--- src/hw/dma_req_pkg.sv ---
// shared constants, register map and types of the four-channel request control
// assumes a 40 MHz system clock and an axi4-lite register bus of 32 bits
package dma_req_pkg;
    localparam int NUM_CH = 4;
    localparam int ADDR_W = 8;
    localparam int COUNT_W = 16;
    // register byte offsets; channel n control sits at CTRL_BASE + 4*n
    localparam logic [7:0] CTRL_BASE = 8'h00;
    localparam logic [7:0] COUNT_BASE = 8'h10;
    localparam logic [7:0] REQSRC_OFF = 8'h20;
    localparam logic [7:0] STATUS_OFF = 8'h24;
    localparam logic [7:0] IRQ_STAT_OFF = 8'h28;
    localparam logic [7:0] IRQ_MASK_OFF = 8'h2C;
    // field positions in a channel control word; CYCLE_BIT sits in the status word
    localparam int ENABLE_BIT = 0;
    localparam int INIT_BIT = 2;
    localparam int TRIG_BIT = 3;
    localparam int TC_BIT = 7;
    localparam int PEND_BIT = 8;
    localparam int BUSY_BIT = 9;
    localparam int CYCLE_BIT = 10;
    // transfer cycle length: response plus read, idle, write
    localparam int XFER_CYCLES = 8;
    localparam int XFER_CNT_W = 4;
    localparam logic [1:0] RESP_OKAY = 2'b00;
    localparam logic [1:0] RESP_SLVERR = 2'b10;
    localparam logic [COUNT_W-1:0] COUNT_RESET = 16'h0000;

    typedef enum logic [1:0] {
        XFER_IDLE = 2'b00,
        XFER_BUSY = 2'b01,
        XFER_DONE = 2'b10
    } xfer_state_e;

    typedef struct packed {
        logic enable;
        logic tc;
        logic pending;
    } chan_state_s;
endpackage

--- src/hw/fixed_priority_pick.sv ---
// fixed priority picker, lowest index wins
// assumes a plain request vector, no clock
`timescale 1ns/1ps
`default_nettype none
module fixed_priority_pick #(
    parameter int WIDTH = 4
) (
    input wire logic [WIDTH-1:0] request,
    output logic [WIDTH-1:0] grant,
    output logic any
);
    always_comb begin
        grant = '0;
        for (int i = WIDTH - 1; i >= 0; i--) begin
            if (request[i]) begin
                grant = '0;
                grant[i] = 1'b1;
            end
        end
    end
    if (WIDTH < 1) begin : g_bad_width
        $error("picker width must be at least one");
    end
    assign any = |request;
endmodule
`default_nettype wire

--- src/hw/dma_chan_state.sv ---
// per-channel enable, terminal count, pending request and transfer count
// assumes the arbiter grants only channels that are pending and enabled
`timescale 1ns/1ps
`default_nettype none
module dma_chan_state
    import dma_req_pkg::*;
#(
    parameter int CW = COUNT_W
) (
    input wire logic clock,
    input wire logic rst,
    input wire logic request,
    input wire logic inCycle,
    input wire logic granted,
    input wire logic xferDone,
    input wire logic wrEnable,
    input wire logic wrEnableVal,
    input wire logic wrInit,
    input wire logic wrCount,
    input wire logic [CW-1:0] wrCountVal,
    input wire logic tcRead,
    input wire logic tcReadBlocked,
    output chan_state_s state,
    output logic [CW-1:0] count,
    output logic [CW-1:0] initialCount,
    output logic tcEvent
);
    logic enable_reg, enable_next;
    logic tc_reg, tc_next;
    logic pend_reg, pend_next;
    logic [CW-1:0] count_reg, count_next;
    logic [CW-1:0] init_reg, init_next;
    logic tcEv_reg, tcEv_next;
    logic lastXfer;

    assign lastXfer = xferDone && (count_reg == CW'(1));

    always_comb begin
        enable_next = enable_reg;
        tc_next = tc_reg;
        pend_next = pend_reg;
        count_next = count_reg;
        init_next = init_reg;
        tcEv_next = 1'b0;
        if (wrCount) begin
            count_next = wrCountVal;
            init_next = wrCountVal;
        end
        if (wrEnable)
            enable_next = wrEnableVal;
        // a request during this channel's own cycle is discarded
        if (request && enable_reg && !tc_reg && !inCycle && !pend_reg)
            pend_next = 1'b1;
        if (granted)
            pend_next = 1'b0;
        // reads clear the flag, but a read racing the set is lost
        if (tcRead && !tcReadBlocked)
            tc_next = 1'b0;
        if (xferDone)
            count_next = count_reg - CW'(1);
        if (lastXfer) begin
            enable_next = 1'b0;
            tc_next = 1'b1;
            tcEv_next = 1'b1;
            count_next = init_reg;
        end
        // initialise only takes while no cycle of this channel runs
        if (wrInit && !inCycle && !granted) begin
            enable_next = 1'b0;
            pend_next = 1'b0;
            tc_next = 1'b0;
            count_next = init_reg;
        end
    end

    always_ff @(posedge clock or posedge rst) begin
        if (rst) begin
            enable_reg <= 1'b0;
            tc_reg <= 1'b0;
            pend_reg <= 1'b0;
            count_reg <= '0;
            init_reg <= '0;
            tcEv_reg <= 1'b0;
        end else begin
            enable_reg <= enable_next;
            tc_reg <= tc_next;
            pend_reg <= pend_next;
            count_reg <= count_next;
            init_reg <= init_next;
            tcEv_reg <= tcEv_next;
        end
    end

    assign state = '{enable: enable_reg, tc: tc_reg, pending: pend_reg};
    assign count = count_reg;
    assign initialCount = init_reg;
    assign tcEvent = tcEv_reg;
endmodule
`default_nettype wire

--- src/hw/dma_channel_request_control.sv ---
// four-channel request acceptance, priority and channel control
// assumes axi4-lite software access and synchronous request pulses
//
// Overview of operation
// - a request for the channel now transferring is discarded, not queued
// - same-channel request dropped, coinciding other-channel request is taken
// - simultaneous idle requests: highest granted, others stay pending
// - fixed priority channel 0 highest, checked at every transfer cycle
// - reading terminal count clears it, except a read at certain timing
// - initialise stops channel; on success count reads the initial value
// - enable low halts the channel, enable high resumes it
// - at final count: enable clears, terminal count sets, end irq raised
//
// Decided for this implementation: the AXI4-Lite slave port and the placing of the registers.
`timescale 1ns/1ps
`default_nettype none
module dma_channel_request_control
    import dma_req_pkg::*;
#(
    parameter int CHANNELS = NUM_CH,
    parameter int CYCLE_LEN = XFER_CYCLES
) (
    input wire logic clock,
    input wire logic rst,
    input wire logic [ADDR_W-1:0] s_axi_awaddr,
    input wire logic s_axi_awvalid,
    output logic s_axi_awready,
    input wire logic [31:0] s_axi_wdata,
    input wire logic [3:0] s_axi_wstrb,
    input wire logic s_axi_wvalid,
    output logic s_axi_wready,
    output logic [1:0] s_axi_bresp,
    output logic s_axi_bvalid,
    input wire logic s_axi_bready,
    input wire logic [ADDR_W-1:0] s_axi_araddr,
    input wire logic s_axi_arvalid,
    output logic s_axi_arready,
    output logic [31:0] s_axi_rdata,
    output logic [1:0] s_axi_rresp,
    output logic s_axi_rvalid,
    input wire logic s_axi_rready,
    input wire logic [CHANNELS-1:0] peripheralRequest,
    output logic [CHANNELS-1:0] transferAck,
    output logic [CHANNELS-1:0] transferEndIrq,
    output logic irq
);
    // refuse sizes that the two-bit channel index and four-bit cycle counter cannot hold
    if (CHANNELS != NUM_CH) begin : g_bad_channels
        $error("channel count must be four");
    end
    if (CYCLE_LEN < 2 || CYCLE_LEN > 15) begin : g_bad_cycle
        $error("cycle length out of range");
    end

    xfer_state_e xst_reg, xst_next;
    logic [XFER_CNT_W-1:0] xcnt_reg, xcnt_next;
    logic [1:0] active_reg, active_next;
    logic [CHANNELS-1:0] ack_reg, ack_next;

    logic [7:0] awaddr_reg, awaddr_next, araddr_reg, araddr_next;
    logic [31:0] wdata_reg, wdata_next, rdata_reg, rdata_next;
    logic haveAw_reg, haveAw_next, haveW_reg, haveW_next;
    logic wstrb0_reg, wstrb0_next;
    logic bvalid_reg, bvalid_next, rvalid_reg, rvalid_next;
    logic [1:0] bresp_reg, bresp_next, rresp_reg, rresp_next;
    logic [CHANNELS-1:0] trigSel_reg, trigSel_next, swTrig;
    logic [CHANNELS-1:0] istat_reg, istat_next, imask_reg, imask_next;

    chan_state_s chState [CHANNELS];
    logic [COUNT_W-1:0] chCount [CHANNELS];
    logic [COUNT_W-1:0] chInit [CHANNELS];
    logic [CHANNELS-1:0] tcEv, pendVec, grant, inCycle, xferDone;
    logic [CHANNELS-1:0] wrEn, wrInit, wrCnt, tcRd, chReq;
    logic anyPend, doWrite, doRead;
    logic [1:0] wIdx, rIdx;

    // arbitration: pending and enabled channels compete when the bus is free
    always_comb begin
        for (int i = 0; i < CHANNELS; i++)
            pendVec[i] = chState[i].pending && chState[i].enable;
    end

    fixed_priority_pick #(.WIDTH(CHANNELS)) u_pick (
        .request(xst_reg == XFER_BUSY ? '0 : pendVec),
        .grant(grant),
        .any(anyPend)
    );

    // picker runs whenever a cycle can start, so priority is fresh each time
    always_comb begin
        xst_next = xst_reg;
        xcnt_next = xcnt_reg;
        active_next = active_reg;
        ack_next = '0;
        case (xst_reg)
            XFER_IDLE, XFER_DONE: begin
                xst_next = XFER_IDLE;
                if (anyPend) begin
                    xst_next = XFER_BUSY;
                    xcnt_next = XFER_CNT_W'(CYCLE_LEN - 1);
                    ack_next = grant;
                    for (int i = 0; i < CHANNELS; i++)
                        if (grant[i])
                            active_next = 2'(i);
                end
            end
            XFER_BUSY: begin
                if (xcnt_reg == '0)
                    xst_next = XFER_DONE;
                else
                    xcnt_next = xcnt_reg - 1'b1;
            end
            default: xst_next = XFER_IDLE;
        endcase
    end

    always_ff @(posedge clock or posedge rst) begin
        if (rst) begin
            xst_reg <= XFER_IDLE;
            xcnt_reg <= '0;
            active_reg <= '0;
            ack_reg <= '0;
        end else begin
            xst_reg <= xst_next;
            xcnt_reg <= xcnt_next;
            active_reg <= active_next;
            ack_reg <= ack_next;
        end
    end

    always_comb begin
        for (int i = 0; i < CHANNELS; i++) begin
            // own channel busy drops its request; others still latch
            inCycle[i] = (xst_reg == XFER_BUSY) && (active_reg == 2'(i));
            xferDone[i] = (xst_reg == XFER_DONE) && (active_reg == 2'(i));
            chReq[i] = trigSel_reg[i] ? swTrig[i] : peripheralRequest[i];
        end
    end

    for (genvar g = 0; g < CHANNELS; g++) begin : g_ch
        dma_chan_state u_ch (
            .clock(clock),
            .rst(rst),
            .request(chReq[g]),
            .inCycle(inCycle[g]),
            .granted(grant[g] && xst_reg != XFER_BUSY),
            .xferDone(xferDone[g]),
            .wrEnable(wrEn[g]),
            .wrEnableVal(wdata_reg[ENABLE_BIT]),
            .wrInit(wrInit[g]),
            .wrCount(wrCnt[g]),
            .wrCountVal(wdata_reg[COUNT_W-1:0]),
            .tcRead(tcRd[g]),
            .tcReadBlocked(xferDone[g]),
            .state(chState[g]),
            .count(chCount[g]),
            .initialCount(chInit[g]),
            .tcEvent(tcEv[g])
        );
    end

    // axi4-lite: address and data latched in either order, then one write
    assign doWrite = haveAw_reg && haveW_reg && !bvalid_reg;
    assign doRead = s_axi_arvalid && !rvalid_reg;
    assign wIdx = awaddr_reg[3:2];
    assign rIdx = s_axi_araddr[3:2];

    always_comb begin
        for (int i = 0; i < CHANNELS; i++) begin
            // unaligned accesses only answer with an error, they touch nothing
            wrEn[i] = doWrite && wstrb0_reg && awaddr_reg[7:4] == 4'h0
                && awaddr_reg[1:0] == 2'b00 && wIdx == 2'(i);
            wrInit[i] = wrEn[i] && wdata_reg[INIT_BIT];
            swTrig[i] = wrEn[i] && wdata_reg[TRIG_BIT];
            wrCnt[i] = doWrite && awaddr_reg[7:4] == 4'h1
                && awaddr_reg[1:0] == 2'b00 && wIdx == 2'(i);
            tcRd[i] = doRead && s_axi_araddr[7:4] == 4'h0
                && s_axi_araddr[1:0] == 2'b00 && rIdx == 2'(i);
        end
    end

    always_comb begin
        haveAw_next = haveAw_reg;
        haveW_next = haveW_reg;
        awaddr_next = awaddr_reg;
        wdata_next = wdata_reg;
        wstrb0_next = wstrb0_reg;
        bvalid_next = bvalid_reg;
        bresp_next = bresp_reg;
        rvalid_next = rvalid_reg;
        rresp_next = rresp_reg;
        rdata_next = rdata_reg;
        trigSel_next = trigSel_reg;
        imask_next = imask_reg;
        // set beats clear so an end event is never lost
        istat_next = istat_reg | tcEv;
        if (s_axi_awvalid && s_axi_awready) begin
            haveAw_next = 1'b1;
            awaddr_next = s_axi_awaddr;
        end
        if (s_axi_wvalid && s_axi_wready) begin
            haveW_next = 1'b1;
            wdata_next = s_axi_wdata;
            // the strobe is only valid with the data beat, so keep it here
            wstrb0_next = s_axi_wstrb[0];
        end
        if (s_axi_bvalid && s_axi_bready)
            bvalid_next = 1'b0;
        if (doWrite) begin
            haveAw_next = 1'b0;
            haveW_next = 1'b0;
            bvalid_next = 1'b1;
            bresp_next = RESP_OKAY;
            case (awaddr_reg)
                REQSRC_OFF: trigSel_next = wdata_reg[CHANNELS-1:0];
                IRQ_STAT_OFF:
                    istat_next = (istat_reg & ~wdata_reg[CHANNELS-1:0]) | tcEv;
                IRQ_MASK_OFF: imask_next = wdata_reg[CHANNELS-1:0];
                default:
                    if (awaddr_reg[7:5] != 3'b000 || awaddr_reg[1:0] != 2'b00)
                        bresp_next = RESP_SLVERR;
            endcase
        end
        if (s_axi_rvalid && s_axi_rready)
            rvalid_next = 1'b0;
        if (doRead) begin
            rvalid_next = 1'b1;
            rresp_next = RESP_OKAY;
            rdata_next = '0;
            if (s_axi_araddr[1:0] != 2'b00)
                rresp_next = RESP_SLVERR;
            else if (s_axi_araddr[7:4] == 4'h0) begin
                rdata_next[ENABLE_BIT] = chState[rIdx].enable;
                rdata_next[TRIG_BIT] = trigSel_reg[rIdx];
                rdata_next[TC_BIT] = chState[rIdx].tc;
                rdata_next[PEND_BIT] = chState[rIdx].pending;
                rdata_next[BUSY_BIT] = inCycle[rIdx];
            end else if (s_axi_araddr[7:4] == 4'h1)
                rdata_next[COUNT_W-1:0] = chCount[rIdx];
            else
                case (s_axi_araddr)
                    REQSRC_OFF: rdata_next[CHANNELS-1:0] = trigSel_reg;
                    STATUS_OFF: begin
                        rdata_next[CHANNELS-1:0] = ack_reg;
                        rdata_next[CYCLE_BIT] = xst_reg == XFER_BUSY;
                    end
                    IRQ_STAT_OFF: rdata_next[CHANNELS-1:0] = istat_reg;
                    IRQ_MASK_OFF: rdata_next[CHANNELS-1:0] = imask_reg;
                    default: rresp_next = RESP_SLVERR;
                endcase
        end
    end

    always_ff @(posedge clock or posedge rst) begin
        if (rst) begin
            haveAw_reg <= 1'b0;
            haveW_reg <= 1'b0;
            awaddr_reg <= '0;
            wdata_reg <= '0;
            wstrb0_reg <= 1'b0;
            bvalid_reg <= 1'b0;
            bresp_reg <= RESP_OKAY;
            rvalid_reg <= 1'b0;
            rresp_reg <= RESP_OKAY;
            rdata_reg <= '0;
            trigSel_reg <= '0;
            istat_reg <= '0;
            imask_reg <= '0;
        end else begin
            haveAw_reg <= haveAw_next;
            haveW_reg <= haveW_next;
            awaddr_reg <= awaddr_next;
            wdata_reg <= wdata_next;
            wstrb0_reg <= wstrb0_next;
            bvalid_reg <= bvalid_next;
            bresp_reg <= bresp_next;
            rvalid_reg <= rvalid_next;
            rresp_reg <= rresp_next;
            rdata_reg <= rdata_next;
            trigSel_reg <= trigSel_next;
            istat_reg <= istat_next;
            imask_reg <= imask_next;
        end
    end

    assign s_axi_awready = !haveAw_reg;
    assign s_axi_wready = !haveW_reg;
    assign s_axi_bvalid = bvalid_reg;
    assign s_axi_bresp = bresp_reg;
    assign s_axi_arready = !rvalid_reg;
    assign s_axi_rvalid = rvalid_reg;
    assign s_axi_rresp = rresp_reg;
    assign s_axi_rdata = rdata_reg;
    assign transferAck = ack_reg;
    assign transferEndIrq = tcEv;
    assign irq = |(istat_reg & imask_reg);
endmodule
`default_nettype wire

--- config.mk ---
export PLATFORM = sky130hd
export DESIGN_NAME = dma_channel_request_control
export DESIGN_NICKNAME = d
export VERILOG_FILES = /design/src/hw/dma_req_pkg.sv /design/src/hw/fixed_priority_pick.sv /design/src/hw/dma_chan_state.sv /design/src/hw/dma_channel_request_control.sv
export SDC_FILE = /design/constraint.sdc
export NUM_CORES = 1
export LEC_CHECK = 0
export ABC_AREA = 1
export BUFFER_PORTS_ARGS = -buffer_cell sky130_fd_sc_hd__buf_2
export CAP_MARGIN = 20
export CORE_ASPECT_RATIO = 2
export CORE_UTILIZATION = 50
export DETAILED_ROUTE_END_ITERATION = 10
export HOLD_SLACK_MARGIN = 0.05
export MAX_ROUTING_LAYER = met4
export PLACE_DENSITY_LB_ADDON = 0.15
export SLEW_MARGIN = 30
export SYNTH_ARGS = -nofsm -noshare
export SYNTH_HDL_FRONTEND = slang
export SYNTH_SLANG_ARGS = --single-unit
--- constraint.sdc ---
create_clock -name clock -period 8.3 [get_ports clock]
set_input_delay 0.415 -clock clock [delete_from_list [all_inputs] [get_ports clock]]
set_output_delay 0.415 -clock clock [all_outputs]
set_load 0.01 [all_outputs]
==> tab_implementation.tex <==
\begin{tabular}{lr}
\hline
Metric & Value \\
\hline
\multicolumn{2}{l}{\textbf{Run status}} \\
Status & finished, final reports clean \\
\multicolumn{2}{l}{\textbf{Yosys}} \\
Synthesized instance count & 1875 \\
Top cells by area in the synthesized netlist & sky130\_fd\_sc\_hd\_\_dfrtp\_1 42\%, sky130\_fd\_sc\_hd\_\_nand2\_1 17\%, sky130\_fd\_sc\_hd\_\_nor2\_1 7.1\%, sky130\_fd\_sc\_hd\_\_nand3\_1 6.5\%, sky130\_fd\_sc\_hd\_\_o21ai\_0 6.5\% \\
Flops \& latches, synth & 215 \\
Cell accounting for the most synthesized area & sky130\_fd\_sc\_hd\_\_dfrtp\_1 \\
Ys Warns & 0 \\
Number of enable-type register cells in the synthesized netlist & 0 \\
Mean instance size in the synthesized netlist & 6.84 um2 \\
Commonest register cell after synthesis & sky130\_fd\_sc\_hd\_\_dfrtp\_1 \\
Count of unique library cells instantiated by Yosys & 43 \\
Sequential-to-total area share from yosys stat & 41.9\% \\
Combined area of all synthesized cells & 12800 um2 \\
Portion of synthesized cell area occupied by the leading cell type & a little over two fifths \\
Async SR Flop Fraction & 100\% \\
\multicolumn{2}{l}{\textbf{Layout}} \\
Post-route standard cell area excluding fillers & 14200 um2 \\
Number of inserted filler cells in the final layout & 2550 \\
Area Growth Syn to Fin & 10.4\% \\
Post-layout nets & 1997 \\
Combined area of the multi-input logic cells & 6300 um2 \\
Sequential cell area & about 5400 um2 \\
Final antenna diode count & 0 \\
Share of final-layout standard cells stronger than drive strength 1 & 9.22\% \\
\multicolumn{2}{l}{\textbf{Power}} \\
Seq pwr share & about a third \\
Int Pwr & 2.64 mW \\
Power density over the cells & 347 nW/um2 \\
Clock network power share & 22.6\% \\
VDD IR-drop max & around 0.24 mV \\
Leak Pwr & 7.40 nW \\
Share of power burned in combinational logic & 44.8\% \\
Switching power of the nets & 2.28 mW \\
Fraction of power spent switching nets & 46.3\% \\
\multicolumn{2}{l}{\textbf{Timing}} \\
Final hold slack & 0.0190 ns \\
Setup slack of the critical path after layout & 5.23 ns \\
Slew at the pin with the worst max-slew slack & 0.931 ns \\
Final number of hold-violating endpoints & 0 \\
Worst clock skew & 0.00753 ns \\
Setup violations, final & 0 \\
Worst max-slew margin expressed relative to the limit & a little under two fifths \\
Unrepaired setup endpoints after global routing & no \\
Max-slew violation total from the final report & 0 \\
Min Tclk post-route & about 3.1 ns \\
Fin Setup TNS & 0 ns \\
Final period util & 37.0\% \\
Max Freq & 0.326 GHz \\
\multicolumn{2}{l}{\textbf{Setup path}} \\
Crit end category & flip-flop \\
CP arrival & around 3.5 ns \\
Startpoint of the worst setup timing path & xst\_reg[0]\$\_DFFE\_PP0P\_ \\
Highest net fanout along the worst path & 23 \\
RR Startpoint & xst\_reg[0]\$\_DFFE\_PP0P\_ \\
Nature of the critical path startpoint & flip-flop \\
Required arrival time at the worst endpoint & 8.77 ns \\
Worst reg2reg path depth & 7 \\
Register-to-register path setup slack & 5.23 ns \\
Critical Setup Path Class & reg -> reg \\
R2R Path End & g\_ch[2].u\_ch.count[3]\$\_DFFE\_PP0P\_ \\
\multicolumn{2}{l}{\textbf{Die}} \\
Starting utilization of the core area & 51.0\% \\
X dimension of the die & roughly 120 um \\
Height of the chip & around 230 um \\
CORE AREA & between 20000 and 30000 um2 \\
Die Outline Area & 26300 um2 \\
FP Rows & 82 \\
I/O pin cnt & 113 \\
\multicolumn{2}{l}{\textbf{Global route}} \\
Global route total overflow & 0 \\
Maximum number of pins on one net before global-route repair & about 140 \\
Initial antenna violation count & 0 \\
Wire length of the first global-routing pass & just under 70 mm \\
Total Routing Usage GR & 35.4\% \\
Via count of the first global-routing pass & 12326 \\
\multicolumn{2}{l}{\textbf{Clocking}} \\
Total of cells resized after clock tree synthesis & 0 \\
Post-CTS setup-driven buffer insertion count & 0 \\
Clock Sinks & 215 \\
CTS H-tree depth & 1 \\
Cts bufs inserted & 22 \\
CTS Buffer Depth & 3 \\
Clock root buffer & sky130\_fd\_sc\_hd\_\_clkbuf\_16 \\
Clock-pin transition on the worst setup and hold timing paths & 0.06 ns \\
CTS tree & done \\
Clock insertion delay at the later pin of the skew report & 0.53 ns \\
Hold buffers post-CTS & 0 \\
\multicolumn{2}{l}{\textbf{Placement}} \\
Post-DP HPWL & $\sim$33 mm \\
Placed instance area & 13400 um2 \\
Total of buffers placed on input and output ports & 75 \\
Routability Congestion & 0.997 \\
Pre-CTS setup slack & 5.39 ns \\
\multicolumn{2}{l}{\textbf{Detailed routing}} \\
Number of detailed-route iterations in the first pass & 6 \\
Avg Vias per Cell & 5.54 \\
Final routed DRC violation total & 0 \\
Number of vias in the routed layout & 12622 \\
Drt first-iter violations & 811 \\
Antenna-violating nets left & 0 \\
Post-detailed-routing wire length & approximately 44 mm \\
Per-cell routed wire length & 19.1 um \\
\multicolumn{2}{l}{\textbf{Run}} \\
Reported max-cap violation count & 0 \\
\multicolumn{2}{l}{\textbf{Hold path}} \\
Kind of path behind the tightest hold check & in -> async \\
\hline
\end{tabular}
[how the worst max path moves through the flow]
stage                                                    to
after floorplan                   active_reg[0]$_DFFE_PP0P_
after global routing      g_ch[2].u_ch.count[8]$_DFFE_PP0P_
after global placement    g_ch[2].u_ch.count[5]$_DFFE_PP0P_
after CTS                 g_ch[2].u_ch.count[7]$_DFFE_PP0P_
final                     g_ch[2].u_ch.count[3]$_DFFE_PP0P_
after detailed placement  g_ch[2].u_ch.count[5]$_DFFE_PP0P_
[per-stage QoR]
| stage | cells | power (mW) | utilization (%) |
|---|---|---|---|
| after floorplan | 1892 | 3.09 | - |
| after global placement | 2237 | 3.74 | 53.1 |
| after CTS | 2277 | 4.90 | 56.3 |
| after detailed placement | 2237 | 3.78 | 53.2 |
| final | 2277 | 4.91 | 56.3 |
| after global routing | 2277 | 5.28 | 56.3 |
[power groups by stage]
stage / Combinational (mW) / Clock [mW] / Sequential (mW)
2_1_floorplan: 1.60 / 0 / 1.49
3_3_place_gp: 2.13 / 0 / 1.60
3_5_place_dp: 2.17 / 0 / 1.61
4_1_cts: 2.18 / 1.12 / 1.59
5_1_grt: 2.49 / 1.16 / 1.63
6_report: 2.20 / 1.11 / 1.60
[layer usage]
metal / up-vias / global-route usage [%] / wire length (um)
li1: 6070 / - / -
met1: 5991 / 39.7 / 16600
met2: 430 / 61.8 / 22700
met3: 131 / 2.78 / 1910
met4: 0 / 18.5 / 2450
met5: - / - / 0
[area by class of cell]
cell class | count | area share, %
clock inverters | 13 | 1.25
repair buffers | 86 | 3.26
clock buffers | 27 | 4.38
flip-flops and latches | 215 | 38.0
well taps | 336 | 2.97
inverters | 211 | 5.68
multi-input cells | 1389 | 44.5
[cells by family (layout without fill, tap and decap cells)]
logic type                 count (synthesis)  count (layout)  synth area share [%]
other                                      1              18                0.0292
adders and majority gates                  9               9                 0.878
buffers and inverters                    288             337                  9.48
DFF                                      215             215                  41.9
and+or+nand+nor                         1079            1079                  35.4
muxes                                      4               4                 0.351
xor gates and xnor gates                   5               5                 0.341
AOI/OAI and AO/OA                        274             274                  11.5
[cells in the final DEF (no fill, tap or decap), types with 3 or more instances in the layout]
cell,netlist,layout
sky130_fd_sc_hd__and2_1,4,4
sky130_fd_sc_hd__ha_1,9,9
sky130_fd_sc_hd__mux2_2,4,4
sky130_fd_sc_hd__nand2_1,588,587
sky130_fd_sc_hd__a31oi_1,3,3
sky130_fd_sc_hd__a221oi_1,8,8
sky130_fd_sc_hd__nor3_2,4,4
sky130_fd_sc_hd__nand4_1,20,20
sky130_fd_sc_hd__nor3_1,17,17
sky130_fd_sc_hd__inv_1,198,197
sky130_fd_sc_hd__bufinv_16,0,4
sky130_fd_sc_hd__clkbuf_8,0,3
sky130_fd_sc_hd__conb_1,1,18
sky130_fd_sc_hd__clkinv_2,0,5
sky130_fd_sc_hd__inv_2,13,13
sky130_fd_sc_hd__xor2_1,4,4
sky130_fd_sc_hd__a21oi_1,50,50
sky130_fd_sc_hd__or2_2,3,3
sky130_fd_sc_hd__nor2_2,8,8
sky130_fd_sc_hd__o22ai_1,27,27
sky130_fd_sc_hd__nand3b_1,4,4
sky130_fd_sc_hd__o21ai_0,166,166
sky130_fd_sc_hd__nand3_2,5,5
sky130_fd_sc_hd__o31ai_1,6,6
sky130_fd_sc_hd__nor2_1,243,243
sky130_fd_sc_hd__buf_2,12,75
sky130_fd_sc_hd__o21bai_1,3,3
sky130_fd_sc_hd__clkbuf_16,0,23
sky130_fd_sc_hd__nand3_1,167,167
sky130_fd_sc_hd__dfrtp_1,215,215
sky130_fd_sc_hd__buf_4,30,10
sky130_fd_sc_hd__nand2_2,7,8
sky130_fd_sc_hd__nand4_2,3,3
sky130_fd_sc_hd__o21ai_1,5,5
[critical path, stage by stage (launching register included)]
cell and delay (ns):
sky130_fd_sc_hd__dfrtp_1 0.59, sky130_fd_sc_hd__nand2_2 0.28, sky130_fd_sc_hd__nand4_1 0.44, sky130_fd_sc_hd__nand4_2 0.56
sky130_fd_sc_hd__nand2_2 0.64, sky130_fd_sc_hd__inv_2 0.26, sky130_fd_sc_hd__nand2_1 0.11, sky130_fd_sc_hd__and2_1 0.12
[cells in the mapped netlist, types with 2 or more instances]
master                        n
sky130_fd_sc_hd__mux2_2       4
sky130_fd_sc_hd__nand2_1    588
sky130_fd_sc_hd__a21oi_1     50
sky130_fd_sc_hd__nand3_2      5
sky130_fd_sc_hd__and2_1       4
sky130_fd_sc_hd__clkbuf_1    34
sky130_fd_sc_hd__o31ai_1      6
sky130_fd_sc_hd__buf_4       30
sky130_fd_sc_hd__nand4_1     20
sky130_fd_sc_hd__ha_1         9
sky130_fd_sc_hd__o21ai_0    166
sky130_fd_sc_hd__or2_2        3
sky130_fd_sc_hd__a22oi_1      2
sky130_fd_sc_hd__a221oi_1     8
sky130_fd_sc_hd__nand4_2      3
sky130_fd_sc_hd__nand2_2      7
sky130_fd_sc_hd__inv_1      198
sky130_fd_sc_hd__o21bai_1     3
sky130_fd_sc_hd__nand3_1    167
sky130_fd_sc_hd__xor2_1       4
sky130_fd_sc_hd__buf_2       12
sky130_fd_sc_hd__nand3b_1     4
sky130_fd_sc_hd__nor3_2       4
sky130_fd_sc_hd__o21ai_1      5
sky130_fd_sc_hd__dfrtp_1    215
sky130_fd_sc_hd__inv_2       13
sky130_fd_sc_hd__nor3_1      17
sky130_fd_sc_hd__nor2_2       8
sky130_fd_sc_hd__o22ai_1     27
sky130_fd_sc_hd__o2111ai_1    2
sky130_fd_sc_hd__nor2_1     243
sky130_fd_sc_hd__a31oi_1      3
(Power assumes the default switching activity.)
